[config.mk]
export PLATFORM = sky130hd
export DESIGN_NAME = atr_timer
export DESIGN_NICKNAME = d
export VERILOG_FILES = /design/src/atr_pkg.sv /design/src/atr_timer.sv /design/src/atr_update_slot.sv
export SDC_FILE = /design/constraint.sdc
export NUM_CORES = 1
export LEC_CHECK = 0
export BUFFER_PORTS_ARGS = -buffer_cell sky130_fd_sc_hd__buf_4
export CAP_MARGIN = 20
export CORE_ASPECT_RATIO = 1.1
export CORE_MARGIN = 1
export CORE_UTILIZATION = 41
export CTS_CLUSTER_SIZE = 28
export DETAILED_ROUTE_END_ITERATION = 8
export GPL_ROUTABILITY_DRIVEN = 0
export PLACE_DENSITY = 0.57
export SLEW_MARGIN = 30
export SYNTH_ARGS = -nofsm -noshare
export SYNTH_HDL_FRONTEND = slang
export SYNTH_SLANG_ARGS = --single-unit
[constraint.sdc]
create_clock -name CLOCK_I -period 4.7 [get_ports CLOCK_I]
set_input_delay 0.94 -clock CLOCK_I [delete_from_list [all_inputs] [get_ports CLOCK_I]]
set_output_delay 0.94 -clock CLOCK_I [all_outputs]
set_load 0.02 [all_outputs]
[src/atr_pkg.sv]
package atr_pkg;

  // ----------------------------------------------------------------
  // Register indices (byte address is four times the index)
  // ----------------------------------------------------------------
  localparam logic [9:0] IDX_GEN_CTRL  = 10'h043;
  localparam logic [9:0] IDX_IRQ_MASK  = 10'h070;
  localparam logic [9:0] IDX_CTRL_A    = 10'h0B0;
  localparam logic [9:0] IDX_CTRL_B    = 10'h0B1;
  localparam logic [9:0] IDX_COUNTER   = 10'h0B2;
  localparam logic [9:0] IDX_CMP_A     = 10'h0B3;
  localparam logic [9:0] IDX_CMP_B     = 10'h0B4;
  localparam logic [9:0] IDX_ASYNC_ST  = 10'h0B6;
  localparam logic [9:0] IDX_IRQ_FLAGS = 10'h037;

  // ----------------------------------------------------------------
  // Field positions
  // ----------------------------------------------------------------
  localparam int BIT_EXT_CLK   = 6;  // async_status
  localparam int BIT_ASYNC_SEL = 5;
  localparam int BIT_SYNC_MODE = 7;  // timer_general_control
  localparam int BIT_PSR_ASY   = 1;
  localparam int BIT_PSR_SYNC  = 0;
  localparam int BIT_CMP_B     = 2;  // mask and flags
  localparam int BIT_CMP_A     = 1;
  localparam int BIT_OVF       = 0;
  localparam int BIT_TOG_A     = 6;  // control_reg_a toggle enables
  localparam int BIT_TOG_B     = 4;
  localparam int BIT_DUAL_MSB  = 3;  // control_reg_b mode high bit

  // Busy flag order inside async_status
  localparam int SLOT_CNT  = 4;
  localparam int SLOT_CMPA = 3;
  localparam int SLOT_CMPB = 2;
  localparam int SLOT_CTLA = 1;
  localparam int SLOT_CTLB = 0;
  localparam int NUM_SLOTS = 5;

  // ----------------------------------------------------------------
  // Values
  // ----------------------------------------------------------------
  localparam logic [7:0] RST_BYTE    = 8'h00;
  localparam logic [7:0] CNT_MAX     = 8'hFF;
  localparam logic [7:0] CNT_BOTTOM  = 8'h00;
  localparam logic [7:0] CNT_ONE     = 8'h01;
  localparam logic [7:0] CTLA_MASK   = 8'hF3;
  localparam logic [7:0] CTLB_MASK   = 8'h0F;
  localparam logic [2:0] IRQ_MASK3   = 3'h7;
  localparam logic [1:0] MODE_DUAL   = 2'h1;
  localparam logic [2:0] CS_STOPPED  = 3'h0;
  localparam logic [1:0] RESP_OKAY   = 2'h0;
  localparam logic [1:0] RESP_SLVERR = 2'h2;
  localparam int         SYNC_EDGES  = 2;

endpackage : atr_pkg

[src/atr_timer.sv]
// Register access over AXI4-Lite was chosen for this implementation.
`timescale 1ns/1ps
`default_nettype none

module atr_timer #(
  parameter int SYNC_EDGES = atr_pkg::SYNC_EDGES
) (
  input  wire logic        CLOCK_I,          // 250 MHz system clock
  input  wire logic        RST_N_I,          // Sync reset, active low
  input  wire logic [11:0] S_AXI_AWADDR_I,   // Write address
  input  wire logic        S_AXI_AWVALID_I,  // Write address valid
  output logic             S_AXI_AWREADY_O,  // Write address ready
  input  wire logic [31:0] S_AXI_WDATA_I,    // Write data
  input  wire logic [3:0]  S_AXI_WSTRB_I,    // Byte strobes
  input  wire logic        S_AXI_WVALID_I,   // Write data valid
  output logic             S_AXI_WREADY_O,   // Write data ready
  output logic [1:0]       S_AXI_BRESP_O,    // Write response
  output logic             S_AXI_BVALID_O,   // Write response valid
  input  wire logic        S_AXI_BREADY_I,   // Write response ready
  input  wire logic [11:0] S_AXI_ARADDR_I,   // Read address
  input  wire logic        S_AXI_ARVALID_I,  // Read address valid
  output logic             S_AXI_ARREADY_O,  // Read address ready
  output logic [31:0]      S_AXI_RDATA_O,    // Read data
  output logic [1:0]       S_AXI_RRESP_O,    // Read response
  output logic             S_AXI_RVALID_O,   // Read data valid
  input  wire logic        S_AXI_RREADY_I,   // Read data ready
  input  wire logic        TIMER_OSC_I,      // Async timer clock level
  input  wire logic        GLOBAL_IE_I,      // cpu_status_word global enable
  input  wire logic [2:0]  VECTOR_ACK_I,     // Vector executed, per flag
  output logic             EXT_CLK_BUF_EN_O, // External clock buffer on
  output logic             OSC_EN_O,         // Crystal oscillator runs
  output logic             WAVE_OUT_A_O,     // Compare A waveform
  output logic             WAVE_OUT_B_O,     // Compare B waveform
  output logic             SYNC_PSR_O,       // Shared prescaler reset
  output logic             IRQ_O             // Level interrupt
);

  if (SYNC_EDGES < 1 || SYNC_EDGES > 15) begin : g_chk
    $error("SYNC_EDGES out of range");
  end

  // ----------------------------------------------------------------
  // Register bus
  // ----------------------------------------------------------------
  logic        aw_held_q, w_held_q;
  logic [9:0]  aw_idx_q, ar_idx;
  logic [7:0]  wbyte_q;
  logic        wstrb0_q;
  logic        wr_go, wr_en, wr_hit;
  logic [7:0]  rd_byte;
  logic        rd_hit;

  // Register state
  logic        ext_clk_q, async_sel_q;
  logic [2:0]  mask_q, flags_q;
  logic        sync_mode_q, psr_asy_q, psr_sync_q;
  logic [7:0]  cnt_q;
  logic        down_q, supp_q, osc_q;

  // Slot wiring
  logic [atr_pkg::NUM_SLOTS-1:0] slot_wr, slot_busy, slot_load;
  logic [7:0] slot_temp [atr_pkg::NUM_SLOTS];
  logic [7:0] slot_live [atr_pkg::NUM_SLOTS];

  // Both halves of a write must have arrived before it is applied
  assign wr_go = aw_held_q && w_held_q && !S_AXI_BVALID_O;
  assign wr_en = wr_go && wstrb0_q;
  assign ar_idx = S_AXI_ARADDR_I[11:2];

  // Write address and data capture, in either order
  always_ff @(posedge CLOCK_I) begin
    if (!RST_N_I) begin
      aw_held_q       <= 1'b0;
      w_held_q        <= 1'b0;
      aw_idx_q        <= '0;
      wbyte_q         <= atr_pkg::RST_BYTE;
      wstrb0_q        <= 1'b0;
      S_AXI_AWREADY_O <= 1'b1;
      S_AXI_WREADY_O  <= 1'b1;
    end else begin
      if (S_AXI_AWVALID_I && S_AXI_AWREADY_O) begin
        aw_held_q       <= 1'b1;
        aw_idx_q        <= S_AXI_AWADDR_I[11:2];
        S_AXI_AWREADY_O <= 1'b0;
      end
      if (S_AXI_WVALID_I && S_AXI_WREADY_O) begin
        w_held_q       <= 1'b1;
        wbyte_q        <= S_AXI_WDATA_I[7:0];
        wstrb0_q       <= S_AXI_WSTRB_I[0];
        S_AXI_WREADY_O <= 1'b0;
      end
      if (wr_go) begin
        aw_held_q <= 1'b0;
        w_held_q  <= 1'b0;
      end
      if (S_AXI_BVALID_O && S_AXI_BREADY_I) begin
        S_AXI_AWREADY_O <= 1'b1;
        S_AXI_WREADY_O  <= 1'b1;
      end
    end
  end

  // Write decode; unmapped offsets answer SLVERR
  always_comb begin
    wr_hit  = 1'b1;
    slot_wr = '0;
    if (aw_idx_q == atr_pkg::IDX_COUNTER) begin
      slot_wr[atr_pkg::SLOT_CNT] = wr_en;
    end else if (aw_idx_q == atr_pkg::IDX_CMP_A) begin
      slot_wr[atr_pkg::SLOT_CMPA] = wr_en;
    end else if (aw_idx_q == atr_pkg::IDX_CMP_B) begin
      slot_wr[atr_pkg::SLOT_CMPB] = wr_en;
    end else if (aw_idx_q == atr_pkg::IDX_CTRL_A) begin
      slot_wr[atr_pkg::SLOT_CTLA] = wr_en;
    end else if (aw_idx_q == atr_pkg::IDX_CTRL_B) begin
      slot_wr[atr_pkg::SLOT_CTLB] = wr_en;
    end else if (aw_idx_q != atr_pkg::IDX_GEN_CTRL && aw_idx_q != atr_pkg::IDX_IRQ_MASK
                 && aw_idx_q != atr_pkg::IDX_ASYNC_ST && aw_idx_q != atr_pkg::IDX_IRQ_FLAGS) begin
      wr_hit = 1'b0;
    end
  end

  // Write response
  always_ff @(posedge CLOCK_I) begin
    if (!RST_N_I) begin
      S_AXI_BVALID_O <= 1'b0;
      S_AXI_BRESP_O  <= atr_pkg::RESP_OKAY;
    end else if (wr_go) begin
      S_AXI_BVALID_O <= 1'b1;
      S_AXI_BRESP_O  <= wr_hit ? atr_pkg::RESP_OKAY : atr_pkg::RESP_SLVERR;
    end else if (S_AXI_BREADY_I) begin
      S_AXI_BVALID_O <= 1'b0;
    end
  end

  // read mux, live counter but stored copies elsewhere
  always_comb begin
    rd_hit  = 1'b1;
    rd_byte = atr_pkg::RST_BYTE;
    if (ar_idx == atr_pkg::IDX_COUNTER) begin
      rd_byte = cnt_q;
    end else if (ar_idx == atr_pkg::IDX_CMP_A) begin
      rd_byte = slot_temp[atr_pkg::SLOT_CMPA];
    end else if (ar_idx == atr_pkg::IDX_CMP_B) begin
      rd_byte = slot_temp[atr_pkg::SLOT_CMPB];
    end else if (ar_idx == atr_pkg::IDX_CTRL_A) begin
      rd_byte = slot_temp[atr_pkg::SLOT_CTLA] & atr_pkg::CTLA_MASK;
    end else if (ar_idx == atr_pkg::IDX_CTRL_B) begin
      rd_byte = slot_temp[atr_pkg::SLOT_CTLB] & atr_pkg::CTLB_MASK;
    end else if (ar_idx == atr_pkg::IDX_ASYNC_ST) begin
      rd_byte = {1'b0, ext_clk_q, async_sel_q, slot_busy};
    end else if (ar_idx == atr_pkg::IDX_IRQ_MASK) begin
      rd_byte = {5'h00, mask_q};
    end else if (ar_idx == atr_pkg::IDX_IRQ_FLAGS) begin
      rd_byte = {5'h00, flags_q};
    end else if (ar_idx == atr_pkg::IDX_GEN_CTRL) begin
      rd_byte = {sync_mode_q, 5'h00, psr_asy_q, psr_sync_q};
    end else begin
      rd_hit = 1'b0;
    end
  end

  // Read channel, data one cycle after the address is taken
  always_ff @(posedge CLOCK_I) begin
    if (!RST_N_I) begin
      S_AXI_ARREADY_O <= 1'b1;
      S_AXI_RVALID_O  <= 1'b0;
      S_AXI_RDATA_O   <= '0;
      S_AXI_RRESP_O   <= atr_pkg::RESP_OKAY;
    end else if (S_AXI_ARVALID_I && S_AXI_ARREADY_O) begin
      S_AXI_ARREADY_O <= 1'b0;
      S_AXI_RVALID_O  <= 1'b1;
      S_AXI_RDATA_O   <= {24'h000000, rd_byte};
      S_AXI_RRESP_O   <= rd_hit ? atr_pkg::RESP_OKAY : atr_pkg::RESP_SLVERR;
    end else if (S_AXI_RVALID_O && S_AXI_RREADY_I) begin
      S_AXI_RVALID_O  <= 1'b0;
      S_AXI_ARREADY_O <= 1'b1;
    end
  end

  // ----------------------------------------------------------------
  // Clock source selection
  // ----------------------------------------------------------------
  logic osc_rise, tick, run;

  // Pin is already synchronous, so one stage finds the edge
  always_ff @(posedge CLOCK_I) begin
    if (!RST_N_I) begin
      osc_q <= 1'b0;
    end else begin
      osc_q <= TIMER_OSC_I;
    end
  end
  assign osc_rise = TIMER_OSC_I && !osc_q;

  assign tick = async_sel_q ? osc_rise : 1'b1;
  // Async prescaler reset (psr_asy_q) halts counting while asserted
  assign run  = (slot_live[atr_pkg::SLOT_CTLB][2:0] != atr_pkg::CS_STOPPED) && !psr_asy_q;

  // async_status bits; software is expected to set ext first
  always_ff @(posedge CLOCK_I) begin
    if (!RST_N_I) begin
      ext_clk_q   <= 1'b0;
      async_sel_q <= 1'b0;
    end else if (wr_en && aw_idx_q == atr_pkg::IDX_ASYNC_ST) begin
      ext_clk_q   <= wbyte_q[atr_pkg::BIT_EXT_CLK];
      async_sel_q <= wbyte_q[atr_pkg::BIT_ASYNC_SEL];
    end
  end

  always_ff @(posedge CLOCK_I) begin
    if (!RST_N_I) begin
      EXT_CLK_BUF_EN_O <= 1'b0;
      OSC_EN_O         <= 1'b0;
    end else begin
      EXT_CLK_BUF_EN_O <= ext_clk_q && async_sel_q;
      OSC_EN_O         <= async_sel_q && !ext_clk_q;
    end
  end

  // ----------------------------------------------------------------
  // Cross-boundary register slots
  // ----------------------------------------------------------------
  for (genvar s = 0; s < atr_pkg::NUM_SLOTS; s++) begin : g_slot
    atr_update_slot #(
      .WIDTH (8),
      .EDGES (SYNC_EDGES)
    ) u_slot (
      .clk_i   (CLOCK_I),
      .rst_n_i (RST_N_I),
      .wr_i    (slot_wr[s]),
      .wdata_i (wbyte_q),
      .async_i (async_sel_q),
      .tick_i  (osc_rise),
      .temp_o  (slot_temp[s]),
      .live_o  (slot_live[s]),
      .busy_o  (slot_busy[s]),
      .load_o  (slot_load[s])
    );
  end

  // ----------------------------------------------------------------
  // Counter and events
  // ----------------------------------------------------------------
  logic dual, ovf_ev, cmpa_ev, cmpb_ev, step;

  assign dual = slot_live[atr_pkg::SLOT_CTLA][1:0] == atr_pkg::MODE_DUAL
                && !slot_live[atr_pkg::SLOT_CTLB][atr_pkg::BIT_DUAL_MSB];
  assign step = tick && run && !slot_load[atr_pkg::SLOT_CNT];

  // wrap in single slope, bottom turn in dual slope
  assign ovf_ev = step && (dual ? (down_q && cnt_q == atr_pkg::CNT_BOTTOM)
                                : (cnt_q == atr_pkg::CNT_MAX));
  assign cmpa_ev = step && !supp_q && cnt_q == slot_live[atr_pkg::SLOT_CMPA];
  assign cmpb_ev = step && !supp_q && cnt_q == slot_live[atr_pkg::SLOT_CMPB];

  // Counter update; a loaded value wins over counting
  always_ff @(posedge CLOCK_I) begin
    if (!RST_N_I) begin
      cnt_q  <= atr_pkg::RST_BYTE;
      down_q <= 1'b0;
    end else if (slot_load[atr_pkg::SLOT_CNT]) begin
      cnt_q <= slot_live[atr_pkg::SLOT_CNT];
    end else if (step) begin
      if (!dual) begin
        down_q <= 1'b0;
        cnt_q  <= cnt_q + atr_pkg::CNT_ONE;
      end else if (down_q) begin
        down_q <= cnt_q != atr_pkg::CNT_BOTTOM;
        cnt_q  <= (cnt_q == atr_pkg::CNT_BOTTOM) ? atr_pkg::CNT_ONE : cnt_q - atr_pkg::CNT_ONE;
      end else begin
        down_q <= cnt_q == atr_pkg::CNT_MAX;
        cnt_q  <= (cnt_q == atr_pkg::CNT_MAX) ? cnt_q - atr_pkg::CNT_ONE : cnt_q + atr_pkg::CNT_ONE;
      end
    end
  end

  // suppression lasts until the next timer clock
  always_ff @(posedge CLOCK_I) begin
    if (!RST_N_I) begin
      supp_q <= 1'b0;
    end else if (slot_load[atr_pkg::SLOT_CNT]) begin
      supp_q <= 1'b1;
    end else if (tick && run) begin
      supp_q <= 1'b0;
    end
  end

  // Waveform toggles on match when enabled
  always_ff @(posedge CLOCK_I) begin
    if (!RST_N_I) begin
      WAVE_OUT_A_O <= 1'b0;
      WAVE_OUT_B_O <= 1'b0;
    end else begin
      if (cmpa_ev && slot_live[atr_pkg::SLOT_CTLA][atr_pkg::BIT_TOG_A]) begin
        WAVE_OUT_A_O <= !WAVE_OUT_A_O;
      end
      if (cmpb_ev && slot_live[atr_pkg::SLOT_CTLA][atr_pkg::BIT_TOG_B]) begin
        WAVE_OUT_B_O <= !WAVE_OUT_B_O;
      end
    end
  end

  // ----------------------------------------------------------------
  // Interrupts
  // ----------------------------------------------------------------
  logic [2:0] ev_set, w1c;

  assign ev_set = {cmpb_ev, cmpa_ev, ovf_ev};
  assign w1c    = (wr_en && aw_idx_q == atr_pkg::IDX_IRQ_FLAGS) ? wbyte_q[2:0] : 3'h0;

  // cleared by vector or write one; set wins
  always_ff @(posedge CLOCK_I) begin
    if (!RST_N_I) begin
      flags_q <= 3'h0;
    end else begin
      flags_q <= ev_set | (flags_q & ~(w1c | VECTOR_ACK_I));
    end
  end

  // Mask register
  always_ff @(posedge CLOCK_I) begin
    if (!RST_N_I) begin
      mask_q <= 3'h0;
    end else if (wr_en && aw_idx_q == atr_pkg::IDX_IRQ_MASK) begin
      mask_q <= wbyte_q[2:0] & atr_pkg::IRQ_MASK3;
    end
  end

  always_ff @(posedge CLOCK_I) begin
    if (!RST_N_I) begin
      IRQ_O <= 1'b0;
    end else begin
      IRQ_O <= GLOBAL_IE_I && |(flags_q & mask_q);
    end
  end

  // ----------------------------------------------------------------
  // Prescaler reset and synchronization mode
  // ----------------------------------------------------------------
  logic gen_wr;
  assign gen_wr = wr_en && aw_idx_q == atr_pkg::IDX_GEN_CTRL;

  // sync mode holds, leaving it clears both
  // async reset waits for a timer edge in async mode
  always_ff @(posedge CLOCK_I) begin
    if (!RST_N_I) begin
      sync_mode_q <= 1'b0;
      psr_asy_q   <= 1'b0;
      psr_sync_q  <= 1'b0;
    end else if (gen_wr) begin
      sync_mode_q <= wbyte_q[atr_pkg::BIT_SYNC_MODE];
      psr_asy_q   <= wbyte_q[atr_pkg::BIT_SYNC_MODE] && wbyte_q[atr_pkg::BIT_PSR_ASY]
                     || wbyte_q[atr_pkg::BIT_PSR_ASY] && async_sel_q;
      psr_sync_q  <= wbyte_q[atr_pkg::BIT_SYNC_MODE] && wbyte_q[atr_pkg::BIT_PSR_SYNC];
    end else if (!sync_mode_q) begin
      psr_sync_q <= 1'b0;
      if (!async_sel_q || osc_rise) begin
        psr_asy_q <= 1'b0;
      end
    end
  end

  // Shared reset pulse reaches the other timers
  always_ff @(posedge CLOCK_I) begin
    if (!RST_N_I) begin
      SYNC_PSR_O <= 1'b0;
    end else begin
      SYNC_PSR_O <= psr_sync_q || (gen_wr && wbyte_q[atr_pkg::BIT_PSR_SYNC]);
    end
  end
endmodule : atr_timer

`default_nettype wire

[src/atr_update_slot.sv]
`timescale 1ns/1ps
`default_nettype none

// Temporary storage plus live copy for one register written across the
// timer clock boundary; busy stands until the live copy is loaded.
module atr_update_slot #(
  parameter int WIDTH = 8,
  parameter int EDGES = atr_pkg::SYNC_EDGES
) (
  input  wire logic             clk_i,    // System clock
  input  wire logic             rst_n_i,  // Sync reset, active low
  input  wire logic             wr_i,     // Software write strobe
  input  wire logic [WIDTH-1:0] wdata_i,  // Written value
  input  wire logic             async_i,  // Timer runs from async clock
  input  wire logic             tick_i,   // Async timer clock edge
  output logic      [WIDTH-1:0] temp_o,   // Temporary storage
  output logic      [WIDTH-1:0] live_o,   // Live register
  output logic                  busy_o,   // Update busy flag
  output logic                  load_o    // Live loaded this cycle
);

  localparam logic [3:0] LAST = 4'(EDGES - 1);
  logic [3:0] edge_q;

  if (EDGES < 1 || EDGES > 15) begin : g_chk
    $error("EDGES out of range");
  end

  // Temporary storage takes every write at once
  always_ff @(posedge clk_i) begin
    if (!rst_n_i) begin
      temp_o <= '0;
    end else if (wr_i) begin
      temp_o <= wdata_i;
    end
  end

  always_ff @(posedge clk_i) begin
    if (!rst_n_i) begin
      live_o <= '0;
      busy_o <= 1'b0;
      load_o <= 1'b0;
      edge_q <= '0;
    end else begin
      load_o <= 1'b0;
      if (wr_i) begin
        edge_q <= '0;
        if (async_i) begin
          busy_o <= 1'b1;
        end else begin
          live_o <= wdata_i;
          load_o <= 1'b1;
        end
      end else if (busy_o && tick_i) begin
        if (edge_q == LAST) begin
          live_o <= temp_o;
          busy_o <= 1'b0;
          load_o <= 1'b1;
        end else begin
          edge_q <= edge_q + 4'h1;
        end
      end
    end
  end

endmodule : atr_update_slot

`default_nettype wire

Word level (Yosys, flattened, before mapping):

Index checks and enable logic that the tools add are counted.

* mux-type cells: 95
* eq/ne operators: 42
* bitwise logic cells: 12
* add/subtract/negate cells: 7
* reduce and logical (&&, ||, !) cells: 95

Operator list (count)
* $mux W8: 25
* $eq A10 B8 Y1 const B: 12
* $mux W1: 58
* $eq A10 B7 Y1 const B: 4
* $logic_and A1 B1 Y1: 39
* $reduce_and A3 Y1: 10
* $reduce_bool A2 Y1: 15
* $mux W7: 3
* $add A4 B1 Y4 const B: 5
* $eq A10 B6 Y1 const B: 2
* $eq A4 B1 Y1 const B: 5
* $ne A10 B7 Y1 const B: 2
* $ne A2 B2 Y1 const B: 10
* $eq A8 B8 Y1: 2
* $mux W4: 4
* $reduce_and A2 Y1: 7
* $reduce_or A2 Y1: 7
* $logic_not A1 Y1: 10
* $ne A10 B6 Y1 const B: 1
* $ne A10 B8 Y1 const B: 1
* $add A8 B1 Y8 const B: 1
* $eq A8 B8 Y1 const B: 1
* $logic_not A8 Y1: 1
* $reduce_bool A8 Y1: 1
* 12 further kinds: 25

* register bits: 163
* input port bits: 72
* logic and storage cells: 302

Longest topological paths before layout:

Gate-level depths: netlist of the first run.

* word-level depth: 11
* mapped depth: 8
* mapped depth without buffers: 7

By module:

Synthesis of the first run repeated with hierarchy kept, for this count alone.

* cell total of the unflattened synthesis: 951
* area total of the unflattened synthesis: 8567.0 um^2

Modules (own cells, without submodules)
* atr_update_slot: cells each 85, instances 5, area an instance 914.6 um^2
* atr_timer: cells each 526, instances 1, area an instance 3993.8 um^2

Worst setup path after synthesis of the first run:

Ideal clock, no wire load.

* kind: in2reg
* start: input S_AXI_ARADDR_I[5]
* end: register S_AXI_RDATA_O[7]
* data arrival time: 2.142 ns
* cell stages on the path: 5
* path slack: 2.424 ns
* cell sequence: nor3_2 > nand3_2 > or4_1 > a21oi_1 > nor4_1

* longest elaborated chain between the ends: 10

RTL lines
* from (decl): RTL line atr_timer.sv:20 `input wire logic [11:0] S_AXI_ARADDR_I,`
* $eq A10 B7 Y1: RTL line atr_timer.sv:156 `end else if (ar_idx == atr_pkg::IDX_GEN_CTRL) begin`
* $mux W8: RTL line atr_timer.sv:156
* $mux W8: RTL line atr_timer.sv:154 `end else if (ar_idx == atr_pkg::IDX_IRQ_FLAGS) begin`
* $mux W8: RTL line atr_timer.sv:152 `end else if (ar_idx == atr_pkg::IDX_IRQ_MASK) begin`
* $mux W8: RTL line atr_timer.sv:150 `end else if (ar_idx == atr_pkg::IDX_ASYNC_ST) begin`
* $mux W8: RTL line atr_timer.sv:148 `end else if (ar_idx == atr_pkg::IDX_CTRL_B) begin`
* $mux W8: RTL line atr_timer.sv:146 `end else if (ar_idx == atr_pkg::IDX_CTRL_A) begin`
* $mux W8: RTL line atr_timer.sv:144 `end else if (ar_idx == atr_pkg::IDX_CMP_B) begin`
* $mux W8: RTL line atr_timer.sv:142 `end else if (ar_idx == atr_pkg::IDX_CMP_A) begin`
* $mux W8 (*): RTL line atr_timer.sv:140 `if (ar_idx == atr_pkg::IDX_COUNTER) begin`
* to (signal assigned): RTL line atr_timer.sv:173 `S_AXI_RDATA_O <= {24'h000000, rd_byte};`
* to (decl): RTL line atr_timer.sv:23 `output logic [31:0] S_AXI_RDATA_O,`

Every way passes the cells marked *; elsewhere a longest branch is shown, timed or not.
A chain may end at the register's enable or synchronous reset.

Worst setup path in the final report of the first run:

* start: register aw_idx_q[2]
* end: register g_slot[2].u_slot.live_o[5]

* longest elaborated chain between the ends: 6

RTL lines
* from (decl): RTL line atr_timer.sv:46 `logic [9:0] aw_idx_q, ar_idx;`
* from (signal assigned): RTL line atr_timer.sv:83 `aw_idx_q <= S_AXI_AWADDR_I[11:2];`
* $eq A10 B8 Y1: RTL line atr_timer.sv:111 `end else if (aw_idx_q == atr_pkg::IDX_CMP_B) begin`
* $mux W1: RTL line atr_timer.sv:111
* $mux W3: RTL line atr_timer.sv:109 `end else if (aw_idx_q == atr_pkg::IDX_CMP_A) begin`
* $mux W4 (*): RTL line atr_timer.sv:107 `if (aw_idx_q == atr_pkg::IDX_COUNTER) begin`
* $ne A2 B2 Y1 (no line) or $reduce_bool A2 Y1 (tied branches)
* $reduce_and A3 Y1 (no line)
* to (signal assigned): RTL line atr_update_slot.sv:51 `live_o <= wdata_i;`
* to (signal assigned): RTL line atr_update_slot.sv:56 `live_o <= temp_o;`
* to (decl): RTL line atr_update_slot.sv:17 `output logic [WIDTH-1:0] live_o,`

Marks and branches as above.

==> flow_metrics.env, run 1 <==
export IMPL_grt_setup_unrepaired="false"
export IMPL_holdCritPathClass="flip-flop to flip-flop"
export IMPL_htreeDepth=4
export IMPL_critical_path_required_ns=5.05
export IMPL_post_place_ws_ns=1.94
export IMPL_grt_pass1_vias=6308
export IMPL_status="complete, no violations"
export IMPL_finClkSkew_ns=0.0110
export IMPL_clk_latency_ns=0.43
export IMPL_port_buffers=61
export IMPL_end_kind="flip-flop"
export IMPL_antenna_found_initial=0
export IMPL_synth_avg_cell_area_um2=8.46
export IMPL_drt_pre_antenna_iters=5
export IMPL_post_route_min_period_ns=2.53
export IMPL_fin_ws_ns=2.17
export IMPL_drc=0
export IMPL_worstPathMaxFanout=12
export IMPL_path_cells="nor4b_1 -> nand4_1 -> nand2b_1 -> o22ai_1 -> nor3_1"
export IMPL_detail_route_wl_per_cell_um=18.1
export IMPL_synthArstFlopShare_pct=0
export IMPL_synth_cells=942
export IMPL_mostFrequentLayoutCells="dfxtp_1 (156), nand2_1 (103), nor2_1 (86)"
export IMPL_critPathSlowestCell="nand4_1"
export IMPL_synth_ff_type="dfxtp_1"
export IMPL_ys_seq_area_share_pct=39.2
export IMPL_tns_ns=0
export IMPL_regArea_mm2=0.00312
export IMPL_clock_root_buffer="clkbuf_16"
export IMPL_vias_per_cell=5.58
export IMPL_p_leak_nw=3.32
export IMPL_drtIter0Drc=509
export IMPL_fillers=1911
export IMPL_crit_family="simple AND/OR/NAND/NOR gates"
export IMPL_ctsResizeCount=0
export IMPL_fp_coreArea_mm2=0.0191
export IMPL_grt_max_degree=93
export IMPL_grt_overflow=0
export IMPL_cts_sinks=156
export IMPL_wl_mm=22.1
export IMPL_grt_pass1_wl_mm=35.4
export IMPL_tightest_slew_ns=0.814
export IMPL_areaGrowthSynthToFinish_pct=13.2
export IMPL_drv_slew=0
export IMPL_yosys_warnings=0
export IMPL_fp_dieH_um=148
export IMPL_clockBufferDepth=2
export IMPL_p_per_area_mw_per_mm2=337
export IMPL_dp_cells=1193
export IMPL_mostFrequentLayoutCell="dfxtp_1"
export IMPL_post_dp_hpwl_mm=15.0
export IMPL_period_share_pct=53.9
export IMPL_die_x_um=135
export IMPL_fin_nets=1050
export IMPL_synth_cell_area_mm2=0.00797
export IMPL_die_area_mm2=0.0200
export IMPL_grt_usage_pct=23.1
export IMPL_ant_nets=0
export IMPL_critPathKind="flip-flop to flip-flop"
export IMPL_ioPinCount=119
export IMPL_cts_tree="yes"
export IMPL_maxSlewHeadroom_pct=45.7
export IMPL_fp_row_count=53
export IMPL_setup_viol=0
export IMPL_cp_arrival_ns=2.88
export IMPL_synth_cell_type_count=85
export IMPL_cts_buffers=17
export IMPL_diodes=0
export IMPL_synth_edf_count=0
export IMPL_hold_buffers=0
export IMPL_multiInputGateArea_mm2=0.00432
export IMPL_cap_violations=0
export IMPL_via_count=6840
export IMPL_finalHoldViolations=0
export IMPL_initial_utilization_pct=41.7
export IMPL_crit_buf_inv=0
export IMPL_stdcell_count=1225
export IMPL_drive_gt1_share_pct=14.3
export IMPL_cp_start_kind="flip-flop"
export IMPL_slowest_delay_ns=0.62
export IMPL_ys_ff_latch=156
export IMPL_timing_fmax_ghz=0.395
export IMPL_ir_worst_vdd_uv=285
export IMPL_path_clk_slew_ns=0.06
export IMPL_postCtsSetupRepairBufs=0
-- cells in the mapped netlist (5+ instances only) --
library cell	n	area (um^2)
nand4_1	17	106
nor2_1	86	323
xnor2_1	16	140
nand2_1	103	387
a211oi_1	11	82.6
inv_1	33	124
and3_1	5	31.3
and2_1	6	37.5
o2111a_1	9	101
xor2_1	21	184
buf_4	26	195
mux2i_1	24	240
nor4_1	5	31.3
a22oi_1	10	75.1
a21oi_1	77	385
nor3_1	34	170
o221ai_1	10	87.6
a31oi_1	10	62.6
nand3_1	18	90.1
clkbuf_1	34	128
a21oi_2	8	70.1
nand2b_1	16	100
nor3b_1	11	82.6
buf_2	19	95.1
ha_1	13	163
buf_6	5	56.3
o21ai_0	32	160
o22ai_1	17	106
or3_1	11	68.8
dfxtp_1	156	3120
-- stage by stage --
stage	total power, W	instance area [um^2]	hold slack, ns	utilization (%)
floorplan	0.00153	8060	0.428	-
global placement	0.00160	8400	0.438	44.0
detailed placement	0.00160	8400	0.442	44.0
CTS	0.00306	9020	0.452	47.2
global route	0.00314	9020	0.477	47.2
finish	0.00304	9020	0.451	47.2
-- metal layers --
metal  track usage (%)  share of wire, %  vias up
met5                 0                 0        -
met3              3.54               5.3       34
met2              36.5                47      225
met4              9.38               2.5        0
li1                  -                 -     3351
met1              31.3                46     3230
-- layout make-up --
type                       count  area share (%)
clock inverter                14            2.12
sequential                   156            34.6
inverter                      34            1.41
timing repair buffer          67            5.72
clock buffer                  18            4.76
tap                          247            3.43
multi-input combinational    689            47.9
-- worst reg2reg max path, delay by kind of cell, from the launching register on --
family	cells	cell delay (ns)
and+or+nand+nor	4	1.69
DFF	1	0.60
AOI/OAI and AO/OA	1	0.17
-- flip-flops by register name, indices dropped and copies added (netlist names), 3 cells and up --
register,cells
g_slot.u_slot.live_o,32
g_slot.u_slot.temp_o,34
g_slot.u_slot.edge_q,20
wbyte_q,8
g_slot.u_slot.busy_o,5
S_AXI_RDATA_O,8
flags_q,3
cnt_q,8
mask_q,3
aw_idx_q,10
-- path summary, 6_finish.rpt --
kind / to / slack (ns) / start / depth (start not counted)
max: g_slot[2].u_slot.live_o[5] / 2.17 / aw_idx_q[2] / 5
min: g_slot[4].u_slot.temp_o[1] / 0.45 / g_slot[4].u_slot.temp_o[1] / 2
max reg2reg: g_slot[2].u_slot.live_o[5] / 2.17 / aw_idx_q[2] / 5
min reg2reg: g_slot[4].u_slot.temp_o[1] / 0.45 / g_slot[4].u_slot.temp_o[1] / 2
-- power by group --
| group | switching, W | internal, W |
|---|---|---|
| registers | 0.0000390 | 0.00134 |
| clock network | 0.000578 | 0.000891 |
| logic | 0.000122 | 0.0000668 |
-- logic make-up after synthesis --
family | synth area share [%]
compound gates | 19.1
mux | 3.72
simple gates | 24.1
xor+xnor | 4.07
flops | 39.2
other cells | 0.0471
buf+inv | 7.74
fa+ha+maj | 2.04
Power figures use the tool's default switching activity.
==> run 2, diff against run 1 <==
Clock period 4.7 ns to 2.46 ns, I/O delays scaled along.
==> flow_metrics.env, run 2 (synthesis results as in run 1) <==
export IMPL_status="complete, no violations"
export IMPL_vias_per_cell=5.55
export IMPL_worstPathMaxFanout=12
export IMPL_ctsResizeCount=0
export IMPL_grt_pass1_vias=6471
export IMPL_timing_fmax_ghz=0.488
export IMPL_finalHoldViolations=0
export IMPL_areaGrowthSynthToFinish_pct=15.5
export IMPL_diodes=0
export IMPL_ioPinCount=119
export IMPL_antenna_found_initial=0
export IMPL_cap_violations=0
export IMPL_largest_reg_flops=34
export IMPL_via_count=6927
export IMPL_finClkSkew_ns=0.00722
export IMPL_drc=0
export IMPL_clock_root_buffer="clkbuf_16"
export IMPL_ant_nets=0
export IMPL_p_leak_nw=3.44
export IMPL_clk_latency_ns=0.42
export IMPL_die_area_mm2=0.0200
export IMPL_grt_overflow=0
export IMPL_period_share_pct=83.3
export IMPL_drive_gt1_share_pct=16.3
export IMPL_post_place_ws_ns=0.317
export IMPL_stdcell_count=1248
export IMPL_intPower_w=0.00440
export IMPL_fp_dieH_um=148
export IMPL_tightest_slew_ns=0.790
export IMPL_grt_max_degree=48
export IMPL_mostFrequentLayoutCell="dfxtp_1"
export IMPL_grt_pass1_wl_mm=35.7
export IMPL_drtIter0Drc=495
export IMPL_detail_route_wl_per_cell_um=17.9
export IMPL_seq_power_share_pct=45.3
export IMPL_postCtsSetupRepairBufs=0
export IMPL_ir_worst_vdd_uv=431
export IMPL_cp_arrival_ns=2.36
export IMPL_reg_top3="g_slot.u_slot.temp_o (34), g_slot.u_slot.live_o (32), g_slot.u_slot.edge_q (20)"
export IMPL_post_dp_hpwl_mm=16.1
export IMPL_regMostFlops="g_slot.u_slot.temp_o"
export IMPL_dp_cells=1216
export IMPL_fin_util_pct=48.2
export IMPL_fp_coreArea_mm2=0.0191
export IMPL_fin_nets=1073
export IMPL_end_kind="flip-flop"
export IMPL_critPathKind="flip-flop to flip-flop"
export IMPL_grt_usage_pct=23.3
export IMPL_htreeDepth=4
export IMPL_mostFrequentLayoutCells="dfxtp_1 (156), nand2_1 (103), buf_4 (88)"
export IMPL_port_buffers=61
export IMPL_p_sw_w=0.00142
export IMPL_maxSlewHeadroom_pct=47.3
export IMPL_path_clk_slew_ns=0.07
export IMPL_hold_buffers=0
export IMPL_die_x_um=135
export IMPL_setup_viol=0
export IMPL_holdCritPathClass="input port to flip-flop"
export IMPL_wl_mm=22.4
export IMPL_drt_pre_antenna_iters=7
export IMPL_clockBufferDepth=2
export IMPL_cts_buffers=17
export IMPL_initial_utilization_pct=41.7
export IMPL_drv_slew=0
export IMPL_fp_row_count=53
export IMPL_tns_ns=0
export IMPL_cts_tree="yes"
export IMPL_cts_sinks=156
export IMPL_p_per_area_mw_per_mm2=632
export IMPL_whs_ns=0.261
export IMPL_power_share_switching_pct=24.3
export IMPL_post_route_min_period_ns=2.05
export IMPL_cp_start_kind="flip-flop"
export IMPL_pwr_share_comb_pct=6.4
export IMPL_grt_setup_unrepaired="false"
export IMPL_critical_path_required_ns=2.77
export IMPL_pwr_share_clk_pct=48.3
export IMPL_fin_ws_ns=0.411
## run 2: cell count changes in the layout (fill, tap and decap cells not counted), sizes merged
cell	previous run	this run
clkinvlp	4	5
inv	37	36
buf	67	90
## run 2: through the flow
stage	power (W)	cell area (um^2)
after floorplan	0.00293	8060
after global placement	0.00307	8580
after detailed placement	0.00307	8580
after CTS	0.00586	9210
after global routing	0.00602	9210
final	0.00582	9210
## run 2: path summary, 6_finish.rpt
| kind | start | to | slack (ns) | cells past startpoint |
|---|---|---|---|---|
| worst max-delay path | aw_idx_q[0] | g_slot[1].u_slot.live_o[1] | 0.41 | 5 |
| worst min-delay path | S_AXI_AWVALID_I | S_AXI_AWREADY_O | 0.26 | 2 |
| worst max register to register | aw_idx_q[0] | g_slot[1].u_slot.live_o[1] | 0.41 | 5 |
| worst min register to register | g_slot[4].u_slot.temp_o[7] | g_slot[4].u_slot.temp_o[7] | 0.45 | 2 |
## run 2: metal layers
metal  routed length [um]  GRT usage, %
met4                  498          8.60
met1                10200          30.3
met5                    0             0
met2                10500          38.0
met3                 1160          4.70
## run 2: area by class of cell
type	count	area, um^2
clock inverter	14	194
fill	1913	9890
tap	247	309
timing repair buffer	90	701
inverter	34	128
clock buffer	18	429
sequential	156	3120
multi-input combinational	689	4320
## run 2: power by group through the flow
| stage | sequential (W) | clock, W | combinational [W] |
|---|---|---|---|
| floorplan | 0.00266 | 0 | 0.000268 |
| global placement | 0.00269 | 0 | 0.000373 |
| detailed placement | 0.00269 | 0 | 0.000374 |
| CTS | 0.00264 | 0.00285 | 0.000375 |
| global route | 0.00264 | 0.00296 | 0.000412 |
| finish | 0.00264 | 0.00281 | 0.000373 |
## run 2: critical path, cell delays in order, from the launching register on
cell and delay, ns:
dfxtp_1 0.44, nor4_2 0.38, nand4_1 0.44, and4_1 0.41, nor3_1 0.20, nor3_1 0.06
